$ cat config.mk
export PLATFORM = sky130hd
export DESIGN_NAME = pfm_top
export DESIGN_NICKNAME = d
export VERILOG_FILES = /design/src/pfm_pkg.sv /design/src/pfm_pad_cell.sv /design/src/pfm_top.sv
export SDC_FILE = /design/constraint.sdc
export NUM_CORES = 1
export LEC_CHECK = 0
export ABC_AREA = 1
export ABC_CLOCK_PERIOD_IN_PS = 1300
export BUFFER_PORTS_ARGS = -buffer_cell sky130_fd_sc_hd__buf_4
export CORE_MARGIN = 2
export CORE_UTILIZATION = 40
export DETAILED_ROUTE_END_ITERATION = 8
export PLACE_DENSITY = 0.73
export SYNTH_ARGS = -nofsm -noshare
export SYNTH_HDL_FRONTEND = slang
export SYNTH_SLANG_ARGS = --single-unit
export TNS_END_PERCENT = 30
$ cat constraint.sdc
create_clock -name clk_sys -period 1.3 [get_ports clk_sys]
set_input_delay 0.13 -clock clk_sys [delete_from_list [all_inputs] [get_ports clk_sys]]
set_output_delay 0.13 -clock clk_sys [all_outputs]
set_load 0.005 [all_outputs]
$ cat src/pfm_pkg.sv
// pfm_pkg: shared constants and types of the pad function multiplexer
package pfm_pkg;
    // ==========================================
    // sizes
    localparam int PFM_PADS = 16;
    localparam int PFM_OPTIONS = 4;
    localparam int PFM_SENSOR_PADS = 16;
    localparam int PFM_ROUTE_N = 4;
    localparam int PFM_ROUTE_BASE = 4;
    localparam int PFM_CHAN_W = 7;
    localparam int PFM_EXT_SEL_W = 3;
    // ==========================================
    // pad configuration register layout
    localparam int CFG_W = 5;
    localparam int CFG_ALT_LSB = 0;
    localparam int CFG_ALT_W = 2;
    localparam int CFG_IBE = 2;
    localparam int CFG_APC = 3;
    localparam int CFG_SLEW = 4;
    localparam logic [CFG_W-1:0] CFG_RESET = 5'h00;
    // ==========================================
    // alternate function select codes
    localparam logic [1:0] ALT_OPT0 = 2'h0;
    localparam logic [1:0] ALT_OPT1 = 2'h1;
    localparam logic [1:0] ALT_OPT2 = 2'h2;
    localparam logic [1:0] ALT_OPT3 = 2'h3;
    // ==========================================
    // test port pads after reset
    localparam int JTAG_TCK_PAD = 0;
    localparam int JTAG_TDI_PAD = 1;
    localparam int JTAG_TDO_PAD = 2;
    localparam int JTAG_TMS_PAD = 3;
    localparam int JTAG_PADS = 4;
    // level shown to a peripheral input with no enabled pad
    localparam logic INACTIVE_LEVEL = 1'b0;
    // ==========================================
    // converter channel windows
    localparam logic [PFM_CHAN_W-1:0] SENSOR_CH_BASE = 7'h20;
    localparam logic [PFM_CHAN_W-1:0] SENSOR_CH_END = 7'h30;
    localparam logic [PFM_CHAN_W-1:0] EXT_CH_BASE = 7'h40;
    localparam logic [PFM_CHAN_W-1:0] EXT_CH_END = 7'h48;
    // ==========================================
    // quad serial port pad slots
    localparam int QP_CS0 = 0;
    localparam int QP_CS1 = 1;
    localparam int QP_CS2 = 2;
    localparam int QP_D0 = 3;
    localparam int QP_D1 = 4;
    localparam int QP_SCK = 5;
    localparam int QP_PADS = 6;
    localparam int SPI_CS_N = 3;
    // boot choice, gray along flash -> can -> lin
    typedef enum logic [1:0] {
        PFM_BOOT_FLASH = 2'h0,
        PFM_BOOT_CAN = 2'h1,
        PFM_BOOT_LIN = 2'h3
    } pfm_boot_t;
endpackage

$ cat src/pfm_pad_cell.sv
// pfm_pad_cell: one pad, option decode, driver enable and input gating
`timescale 1ns/1ps
`default_nettype none
module pfm_pad_cell (
    input wire logic clk_sys,
    input wire logic rst,
    input wire logic [1:0] alt_sel,
    input wire logic input_buffer_enable,
    input wire logic analog_pad_control,
    input wire logic slew,
    input wire logic [pfm_pkg::PFM_OPTIONS-1:0] opt_out,
    input wire logic [pfm_pkg::PFM_OPTIONS-1:0] opt_drv,
    input wire logic pad_in,
    output logic pad_out,
    output logic pad_oe_n,
    output logic func_in,
    output logic ana_en,
    output logic medium_drv
);
    // ==========================================
    // output path: selected option drives, analog use keeps driver off
    always_ff @(posedge clk_sys) begin
        if (rst) begin
            pad_out <= 1'b0;
            pad_oe_n <= 1'b1;
        end else begin
            pad_out <= opt_out[alt_sel];
            pad_oe_n <= ~opt_drv[alt_sel] | analog_pad_control;
        end
    end

    // ==========================================
    // input path: only an enabled buffer reaches the peripheral
    always_ff @(posedge clk_sys) begin
        if (rst) begin
            func_in <= pfm_pkg::INACTIVE_LEVEL;
        end else if (input_buffer_enable && !analog_pad_control) begin
            func_in <= pad_in;
        end else begin
            func_in <= pfm_pkg::INACTIVE_LEVEL;
        end
    end

    // ==========================================
    // analog switch and driver strength
    always_ff @(posedge clk_sys) begin
        if (rst) begin
            ana_en <= 1'b0;
            medium_drv <= 1'b0;
        end else begin
            ana_en <= analog_pad_control;
            medium_drv <= slew;
        end
    end
endmodule
`default_nettype wire

$ cat src/pfm_top.sv
// pfm_top: pad function multiplexer for the general purpose pads
// How it works
// - select code 00..11 routes output option 0..3 to the pad
// - a pad reaches an input function only while its buffer enable is 1
// - special functions are separate; digital use on them is blocked
// - analog control bit connects the converter path; others follow their module
// - an input routing select picks which pad feeds the shared input
// - after reset pads 0..3 carry test clock, data in, data out, mode
// - slew control off gives slow driver, on gives medium driver
// - three external mux selects pick one of 8 channels 64..71
// - sixteen sensor pads 0..15 map to converter channels 32..47
// - forced alternate boot downloads over CAN or LIN, else boots flash
// - the alternate boot select input chooses CAN or LIN
// - serial chip selects 0..2 drive only while that port is master
// - quad port cs1/cs2 are chip selects in SPI, data 2/3 in flash mode
// - quad port data in/out are SPI lines, or data 0/1 in flash mode
// - quad port clock is output in master and flash, input in slave
// - quad port pad options follow SPI or serial flash mode
`timescale 1ns/1ps
`default_nettype none
module pfm_top #(
    parameter int NUM_PADS = pfm_pkg::PFM_PADS,
    parameter int ROUTE_N = pfm_pkg::PFM_ROUTE_N,
    parameter int ROUTE_BASE = pfm_pkg::PFM_ROUTE_BASE
) (
    input wire logic clk_sys,
    input wire logic rst,
    // pad configuration register write and readback
    input wire logic cfg_wr,
    input wire logic [$clog2(NUM_PADS)-1:0] cfg_pad,
    input wire logic [pfm_pkg::CFG_W-1:0] cfg_data,
    output logic [pfm_pkg::CFG_W-1:0] cfg_rdata,
    output logic cfg_rd_jtag_owned,
    // input routing select register
    input wire logic route_wr,
    input wire logic [$clog2(ROUTE_N)-1:0] route_data,
    output logic [$clog2(ROUTE_N)-1:0] input_routing_select,
    output logic routed_in,
    // per pad output options from peripherals, four per pad
    input wire logic [NUM_PADS*pfm_pkg::PFM_OPTIONS-1:0] opt_out,
    input wire logic [NUM_PADS*pfm_pkg::PFM_OPTIONS-1:0] opt_drv,
    // pad pins
    input wire logic [NUM_PADS-1:0] pad_in,
    output logic [NUM_PADS-1:0] pad_out,
    output logic [NUM_PADS-1:0] pad_oe_n,
    output logic [NUM_PADS-1:0] pad_func_in,
    output logic [NUM_PADS-1:0] pad_ana_en,
    output logic [NUM_PADS-1:0] pad_medium_drv,
    // test port
    input wire logic jtag_tdo,
    output logic jtag_tck,
    output logic jtag_tdi,
    output logic jtag_tms,
    output logic [pfm_pkg::JTAG_PADS-1:0] jtag_owned,
    // converter channel routing
    input wire logic [pfm_pkg::PFM_CHAN_W-1:0] converter_channel,
    output logic [pfm_pkg::PFM_SENSOR_PADS-1:0] analog_sensor_inputs,
    output logic [pfm_pkg::PFM_EXT_SEL_W-1:0] ext_analog_mux_select,
    output logic ext_analog_mux_active,
    // boot selection
    input wire logic force_alternate_boot,
    input wire logic alternate_boot_select,
    output pfm_pkg::pfm_boot_t boot_mode,
    output logic boot_valid,
    // serial port chip selects
    input wire logic spi_master,
    input wire logic [pfm_pkg::SPI_CS_N-1:0] spi_cs,
    output logic [pfm_pkg::SPI_CS_N-1:0] spi_cs_out,
    output logic [pfm_pkg::SPI_CS_N-1:0] spi_cs_drv,
    // quad serial port core side
    input wire logic qspi_master,
    input wire logic serial_flash_mode,
    input wire logic [pfm_pkg::SPI_CS_N-1:0] qspi_cs,
    input wire logic qspi_sck_out,
    input wire logic qspi_sout,
    input wire logic [3:0] qspi_io_out,
    input wire logic [3:0] qspi_io_oe,
    output logic qspi_sck_in,
    output logic qspi_sin,
    output logic [3:0] qspi_io_in,
    // quad serial port pad side, to be wired into option inputs
    input wire logic [pfm_pkg::QP_PADS-1:0] qspi_pad_level,
    output logic [pfm_pkg::QP_PADS-1:0] qspi_opt_out,
    output logic [pfm_pkg::QP_PADS-1:0] qspi_opt_drv
);
    localparam int OPT = pfm_pkg::PFM_OPTIONS;
    localparam int PAD_W = $clog2(NUM_PADS);

    // ==========================================
    // elaboration checks
    if (NUM_PADS < pfm_pkg::PFM_SENSOR_PADS) begin : g_chk_pads
        $error("pfm_top: NUM_PADS must cover the sensor pads");
    end
    if (ROUTE_N < 2 || ROUTE_BASE + ROUTE_N > NUM_PADS) begin : g_chk_route
        $error("pfm_top: routing candidates outside the pad range");
    end

    // ==========================================
    // pad configuration registers
    logic [pfm_pkg::CFG_W-1:0] cfg [NUM_PADS];
    logic [pfm_pkg::JTAG_PADS-1:0] jtag_own;

    // software writes one pad at a time; unknown pad numbers are dropped
    always_ff @(posedge clk_sys) begin
        if (rst) begin
            for (int i = 0; i < NUM_PADS; i++) begin
                cfg[i] <= pfm_pkg::CFG_RESET;
            end
        end else if (cfg_wr && int'(cfg_pad) < NUM_PADS) begin
            cfg[cfg_pad] <= cfg_data;
        end
    end

    // test port keeps pads 0..3 until each one is rewritten
    always_ff @(posedge clk_sys) begin
        if (rst) begin
            jtag_own <= '1;
        end else if (cfg_wr && int'(cfg_pad) < pfm_pkg::JTAG_PADS) begin
            jtag_own[cfg_pad[1:0]] <= 1'b0;
        end
    end
    assign jtag_owned = jtag_own;

    // readback of the addressed pad, one cycle late
    always_ff @(posedge clk_sys) begin
        if (rst) begin
            cfg_rdata <= pfm_pkg::CFG_RESET;
            cfg_rd_jtag_owned <= 1'b0;
        end else begin
            cfg_rdata <= cfg[cfg_pad];
            cfg_rd_jtag_owned <= (int'(cfg_pad) < pfm_pkg::JTAG_PADS) ?
                jtag_own[cfg_pad[1:0]] : 1'b0;
        end
    end

    // ==========================================
    // pad cells, with the test port overriding the first four pads
    for (genvar p = 0; p < NUM_PADS; p++) begin : g_pad
        logic [1:0] eff_alt;
        logic eff_ibe;
        logic [OPT-1:0] eff_out;
        logic [OPT-1:0] eff_drv;
        logic own;

        assign own = (p < pfm_pkg::JTAG_PADS) ? jtag_own[p % pfm_pkg::JTAG_PADS] : 1'b0;

        // owned pads: option 0 only, data out drives, the others listen
        always_comb begin
            eff_alt = cfg[p][pfm_pkg::CFG_ALT_LSB +: pfm_pkg::CFG_ALT_W];
            eff_ibe = cfg[p][pfm_pkg::CFG_IBE];
            eff_out = opt_out[p*OPT +: OPT];
            eff_drv = opt_drv[p*OPT +: OPT];
            if (own) begin
                eff_alt = pfm_pkg::ALT_OPT0;
                eff_out = {{(OPT-1){1'b0}}, jtag_tdo};
                eff_drv = '0;
                eff_drv[0] = (p == pfm_pkg::JTAG_TDO_PAD);
                eff_ibe = (p != pfm_pkg::JTAG_TDO_PAD);
            end
        end

        pfm_pad_cell u_cell (
            .clk_sys(clk_sys),
            .rst(rst),
            .alt_sel(eff_alt),
            .input_buffer_enable(eff_ibe),
            .analog_pad_control(cfg[p][pfm_pkg::CFG_APC] & ~own),
            .slew(cfg[p][pfm_pkg::CFG_SLEW]),
            .opt_out(eff_out),
            .opt_drv(eff_drv),
            .pad_in(pad_in[p]),
            .pad_out(pad_out[p]),
            .pad_oe_n(pad_oe_n[p]),
            .func_in(pad_func_in[p]),
            .ana_en(pad_ana_en[p]),
            .medium_drv(pad_medium_drv[p])
        );
    end

    // test port inputs fall to the inactive level once released
    always_comb begin
        jtag_tck = pfm_pkg::INACTIVE_LEVEL;
        jtag_tdi = pfm_pkg::INACTIVE_LEVEL;
        jtag_tms = pfm_pkg::INACTIVE_LEVEL;
        if (jtag_own[pfm_pkg::JTAG_TCK_PAD]) begin
            jtag_tck = pad_func_in[pfm_pkg::JTAG_TCK_PAD];
        end
        if (jtag_own[pfm_pkg::JTAG_TDI_PAD]) begin
            jtag_tdi = pad_func_in[pfm_pkg::JTAG_TDI_PAD];
        end
        if (jtag_own[pfm_pkg::JTAG_TMS_PAD]) begin
            jtag_tms = pad_func_in[pfm_pkg::JTAG_TMS_PAD];
        end
    end

    // ==========================================
    // input routing select register and shared input
    always_ff @(posedge clk_sys) begin
        if (rst) begin
            input_routing_select <= '0;
        end else if (route_wr) begin
            input_routing_select <= route_data;
        end
    end

    // gated pad levels already show the inactive level when disabled
    always_ff @(posedge clk_sys) begin
        if (rst) begin
            routed_in <= pfm_pkg::INACTIVE_LEVEL;
        end else if (int'(input_routing_select) < ROUTE_N) begin
            routed_in <= pad_func_in[ROUTE_BASE + int'(input_routing_select)];
        end else begin
            routed_in <= pfm_pkg::INACTIVE_LEVEL;
        end
    end

    // ==========================================
    // converter channel decode
    logic [pfm_pkg::PFM_CHAN_W-1:0] sens_off;
    logic [pfm_pkg::PFM_CHAN_W-1:0] ext_off;
    logic in_sens;
    logic in_ext;

    assign sens_off = converter_channel - pfm_pkg::SENSOR_CH_BASE;
    assign ext_off = converter_channel - pfm_pkg::EXT_CH_BASE;
    assign in_sens = converter_channel >= pfm_pkg::SENSOR_CH_BASE &&
        converter_channel < pfm_pkg::SENSOR_CH_END;
    assign in_ext = converter_channel >= pfm_pkg::EXT_CH_BASE &&
        converter_channel < pfm_pkg::EXT_CH_END;

    // a sensor pad joins the converter only with its analog bit set
    always_ff @(posedge clk_sys) begin
        if (rst) begin
            analog_sensor_inputs <= '0;
        end else begin
            for (int k = 0; k < pfm_pkg::PFM_SENSOR_PADS; k++) begin
                analog_sensor_inputs[k] <= in_sens && int'(sens_off) == k &&
                    cfg[k][pfm_pkg::CFG_APC];
            end
        end
    end

    // external mux selects hold their last value when idle, which avoids
    // needless switching of the outside multiplexer
    always_ff @(posedge clk_sys) begin
        if (rst) begin
            ext_analog_mux_select <= '0;
            ext_analog_mux_active <= 1'b0;
        end else begin
            ext_analog_mux_active <= in_ext;
            if (in_ext) begin
                ext_analog_mux_select <= ext_off[pfm_pkg::PFM_EXT_SEL_W-1:0];
            end
        end
    end

    // ==========================================
    // boot straps, caught once at the first edge after reset release
    always_ff @(posedge clk_sys) begin
        if (rst) begin
            boot_mode <= pfm_pkg::PFM_BOOT_FLASH;
            boot_valid <= 1'b0;
        end else if (!boot_valid) begin
            boot_valid <= 1'b1;
            if (!force_alternate_boot) begin
                boot_mode <= pfm_pkg::PFM_BOOT_FLASH;
            end else if (alternate_boot_select) begin
                boot_mode <= pfm_pkg::PFM_BOOT_LIN;
            end else begin
                boot_mode <= pfm_pkg::PFM_BOOT_CAN;
            end
        end
    end

    // ==========================================
    // serial port chip selects, silent in slave mode
    always_ff @(posedge clk_sys) begin
        if (rst) begin
            spi_cs_out <= '0;
            spi_cs_drv <= '0;
        end else begin
            spi_cs_out <= spi_master ? spi_cs : '0;
            spi_cs_drv <= {pfm_pkg::SPI_CS_N{spi_master}};
        end
    end

    // ==========================================
    // quad serial port pad functions by mode
    always_ff @(posedge clk_sys) begin
        if (rst) begin
            qspi_opt_out <= '0;
            qspi_opt_drv <= '0;
        end else if (serial_flash_mode) begin
            qspi_opt_out[pfm_pkg::QP_CS0] <= qspi_cs[0];
            qspi_opt_drv[pfm_pkg::QP_CS0] <= 1'b1;
            qspi_opt_out[pfm_pkg::QP_D0] <= qspi_io_out[0];
            qspi_opt_drv[pfm_pkg::QP_D0] <= qspi_io_oe[0];
            qspi_opt_out[pfm_pkg::QP_D1] <= qspi_io_out[1];
            qspi_opt_drv[pfm_pkg::QP_D1] <= qspi_io_oe[1];
            qspi_opt_out[pfm_pkg::QP_CS1] <= qspi_io_out[2];
            qspi_opt_drv[pfm_pkg::QP_CS1] <= qspi_io_oe[2];
            qspi_opt_out[pfm_pkg::QP_CS2] <= qspi_io_out[3];
            qspi_opt_drv[pfm_pkg::QP_CS2] <= qspi_io_oe[3];
            qspi_opt_out[pfm_pkg::QP_SCK] <= qspi_sck_out;
            qspi_opt_drv[pfm_pkg::QP_SCK] <= 1'b1;
        end else begin
            // spi: chip selects and clock only as master, data out always
            qspi_opt_out[pfm_pkg::QP_CS0] <= qspi_cs[0];
            qspi_opt_drv[pfm_pkg::QP_CS0] <= qspi_master;
            qspi_opt_out[pfm_pkg::QP_CS1] <= qspi_cs[1];
            qspi_opt_drv[pfm_pkg::QP_CS1] <= qspi_master;
            qspi_opt_out[pfm_pkg::QP_CS2] <= qspi_cs[2];
            qspi_opt_drv[pfm_pkg::QP_CS2] <= qspi_master;
            qspi_opt_out[pfm_pkg::QP_D0] <= 1'b0;
            qspi_opt_drv[pfm_pkg::QP_D0] <= 1'b0;
            qspi_opt_out[pfm_pkg::QP_D1] <= qspi_sout;
            qspi_opt_drv[pfm_pkg::QP_D1] <= 1'b1;
            qspi_opt_out[pfm_pkg::QP_SCK] <= qspi_sck_out;
            qspi_opt_drv[pfm_pkg::QP_SCK] <= qspi_master;
        end
    end

    // core inputs from pad levels; unused lines rest at the inactive level
    always_ff @(posedge clk_sys) begin
        if (rst) begin
            qspi_sin <= pfm_pkg::INACTIVE_LEVEL;
            qspi_sck_in <= pfm_pkg::INACTIVE_LEVEL;
            qspi_io_in <= '0;
        end else begin
            qspi_sin <= serial_flash_mode ? pfm_pkg::INACTIVE_LEVEL :
                qspi_pad_level[pfm_pkg::QP_D0];
            qspi_sck_in <= (serial_flash_mode || qspi_master) ? pfm_pkg::INACTIVE_LEVEL :
                qspi_pad_level[pfm_pkg::QP_SCK];
            if (serial_flash_mode) begin
                qspi_io_in <= {qspi_pad_level[pfm_pkg::QP_CS2], qspi_pad_level[pfm_pkg::QP_CS1],
                    qspi_pad_level[pfm_pkg::QP_D1], qspi_pad_level[pfm_pkg::QP_D0]};
            end else begin
                qspi_io_in <= '0;
            end
        end
    end
endmodule
`default_nettype wire

==> run_results.csv <==
group,metric,value,unit
status,status,"completed",
critical_path,crit_required,1.17,ns
drt,drt_wl_total,31400,µm
logic_synthesis,synth_cell_type_count,37,
drt,viasPerCell,4.80,
job,drv_cap,0,
timing,max-slew-margin-rel,0.746,
clock_tree,post_cts_buffers,0,
die,io_pins,337,
placed_design,dpl.hpwl,21600,µm
drt,drt_iter0_markers,601,
critical_path,crit_path_max_incr_delay,0.33,ns
placed_design,place_area,12300,µm²
logic_synthesis,synth-seq-area-share,0.540,
die,rows,56,
logic_synthesis,yosysWarningCount,0,
clock_tree,clock-root-buffer,"clkbuf_16",
cells_and_area,final_nets,1847,
global_routing,grt_first_pass_wirelength,46900,µm
timing,clock_skew,0.0158,ns
die,dieHeight,158,µm
critical_path,cpMaxStageDelayCell,"dfxtp_2",
global_routing,overflow,0,
power,vdd_ir_drop_max,0.000824,V
logic_synthesis,syn-instance-count,1183,
global_routing,grt_usage,0.240,
timing,fmax,785,MHz
die,start_util,0.407,
logic_synthesis,syn-num-nets,1380,
placed_design,port-buffer-count,335,
critical_path,ff2ff_setup_slack,0.09,ns
clock_tree,tritoncts,"done",
cells_and_area,mostFrequentLayoutCells,"buf_4 (403), nand2_1 (280), nor2_1 (245)",
cells_and_area,fillers,1913,
timing,drv_slew,0,
critical_path,reg2reg_to,"input_routing_select[0]",
cells_and_area,final_layout_size_suffix_gt1_frac,0.293,
placed_design,routabilityCongestion,0.887,
cells_and_area,fin_area,14600,µm²
cells_and_area,regArea,5150,µm²
cells_and_area,multi_input_area,3190,µm²
timing,rsz0062_at_grt,"true",
clock_tree,cts_sinks,217,
global_routing,grt_pass1_vias,9502,
critical_path,worstSetupPathType,"reg -> out",
die,die_x,158,µm
drt,drc_errors,0,
critical_path,reg2reg_depth,3,
critical_path,r2r-start,"input_routing_select[0]",
cells_and_area,mostFrequentLayoutCell,"buf_4",
timing,hold_slack,0.0106,ns
clock_tree,htree_levels,1,
hold_path,hold_path_end,"g_pad[1].u_cell.pad_out",
timing,finalSetupViolCount,0,
die,die_area,25100,µm²
drt,vias,9534,
global_routing,antenna_found_initial,0,
die,core,23400,µm²
drt,avgRoutedWirePerCell,15.8,µm
hold_path,holdCritStartpoint,"opt_out[5]",
critical_path,end_kind,"output pin",
cells_and_area,syn2layout_area_growth,53.3,%
clock_tree,cts_buffer_depth,3,
logic_synthesis,netlist_area,9530,µm²
timing,period_share,0.980,
critical_path,cp-start-kind,"register",
drt,ant_nets,0,
global_routing,grt_start_max_net_pins,45,
power,p_leak,7.13,nW
timing,hold_viol,0,
timing,tightest_slew,0.377,ns
hold_path,holdPathStages,5,
drt,first_pass_iters,5,
critical_path,crit_fanout,4,
clock_tree,clkTransAtPathRegs,0.06,ns
hold_path,hold_path_class,"in -> reg",
critical_path,crit_arrival,1.14,ns
critical_path,crit_path_cell_trace,"buf_6, nand2_2, inv_1, buf_4",
power,p_per_area,1160,nW/µm²
logic_synthesis,avgSynthCellArea,8.05,µm²
clock_tree,cts-buffers-inserted,24,
clock_tree,clkLatencyLatePin,0.51,ns
timing,worst_slack,0.0265,ns
placed_design,post-place-ws,-0.0839,ns
logic_synthesis,ys_seq_elements,217,
timing,min_period,1.27,ns
## where the power goes
group / internal (mW) / switching (mW) / total [mW]
logic: 1.32 / 1.12 / 2.44
clock network: 4.23 / 2.74 / 6.97
registers: 7.39 / 0.200 / 7.59
## through the flow
step	util	power (mW)	std cells	setup TNS, ns
finish	0.624	17.0	1987	0
global route	0.624	17.6	1986	-0.372
CTS	0.622	17.1	1986	-0.000664
detailed placement	0.525	9.75	1801	-0.558
global placement	0.525	9.71	1801	-0.240
floorplan	-	8.66	1183	0
## per-layer routing
layer | vias to the layer above | GRT usage | share of wire
li1 | 4600 | - | -
met1 | 4428 | 0.280 | 0.38
met2 | 434 | 0.441 | 0.50
met3 | 72 | 0.0463 | 0.087
met4 | 0 | 0.0802 | 0.027
met5 | - | 0 | 0
## cell usage after synthesis
library cell / count / area share
a21oi_1: 29 / 0.015
a31oi_1: 2 / 0.0013
and3_1: 12 / 0.0079
buf_1: 5 / 0.0020
buf_2: 12 / 0.0063
buf_4: 85 / 0.067
buf_6: 2 / 0.0024
buf_8: 1 / 0.0016
clkbuf_1: 9 / 0.0035
clkinv_1: 2 / 0.00079
dfxtp_1: 137 / 0.29
edfxtp_1: 80 / 0.25
ha_1: 3 / 0.0039
inv_1: 110 / 0.043
inv_2: 4 / 0.0016
inv_4: 1 / 0.00066
nand2_1: 293 / 0.12
nand2_2: 1 / 0.00066
nand2_4: 1 / 0.0012
nand3_1: 25 / 0.013
nand3_2: 4 / 0.0042
nand4_1: 3 / 0.0020
nor2_1: 245 / 0.097
nor2_2: 2 / 0.0013
nor3_1: 5 / 0.0026
nor3_2: 1 / 0.0011
nor3b_1: 3 / 0.0024
nor4_1: 7 / 0.0046
o2111a_1: 3 / 0.0035
o21a_1: 1 / 0.00079
o21ai_0: 75 / 0.039
o21ai_1: 1 / 0.00052
o21bai_1: 1 / 0.00079
o22ai_1: 13 / 0.0085
o31ai_1: 3 / 0.0024
o32ai_1: 1 / 0.00092
or2_0: 1 / 0.00066
## state kept, by name, indices dropped and copies added (netlist names), 4 cells and up
signal	count
analog_sensor_inputs	16
cfg	80
cfg_rdata	5
g_pad.u_cell.ana_en	16
g_pad.u_cell.func_in	16
g_pad.u_cell.medium_drv	16
g_pad.u_cell.pad_oe_n	16
g_pad.u_cell.pad_out	16
jtag_owned	4
qspi_io_in	4
qspi_opt_drv	5
qspi_opt_out	6
## kinds of logic after synthesis
| logic type | after synthesis | share of synthesized area |
|---|---|---|
| AOI/OAI and AO/OA | 129 | 0.0734 |
| DFF | 217 | 0.540 |
| buffers and inverters | 231 | 0.129 |
| and+or+nand+nor | 603 | 0.254 |
| adders and majority gates | 3 | 0.00394 |
## how the worst max path moves through the flow
stage,cells after the start,slack [ns],endpoint,startpoint
after floorplan,8,0.03,cfg[12][0],cfg_pad[0]
after global placement,7,-0.03,cfg[0][2],rst
after detailed placement,9,-0.08,analog_sensor_inputs[10],converter_channel[5]
after CTS,4,-0.0007,jtag_tms,jtag_owned[3]
after global routing,8,-0.03,cfg[8][1],cfg_pad[2]
final,4,0.03,jtag_tck,jtag_owned[0]
## layout make-up
cell class / count / area share
multi-input cells: 735 / 0.218
clock buffers: 29 / 0.0452
diodes: 1 / 0.000171
clock inverters: 14 / 0.0111
well taps: 319 / 0.0273
inverters: 117 / 0.0302
flip-flops and latches: 217 / 0.353
repair buffers: 555 / 0.315
## worst max-delay path: cells and delay by family (launching register included)
family	cells	cell delay (ns)
buf+inv	3	0.27
flops	1	0.33
simple gates	1	0.04
## repair_timing
item | 4_1_cts | 5_1_grt
setup endpoints to repair | 3 | 55
gates resized for setup | 6 | 21
endpoints found under the hold margin | 85 | 0
hold buffers | 142 | 0
pin swaps | 0 | 1
Power figures use the tool's default switching activity.
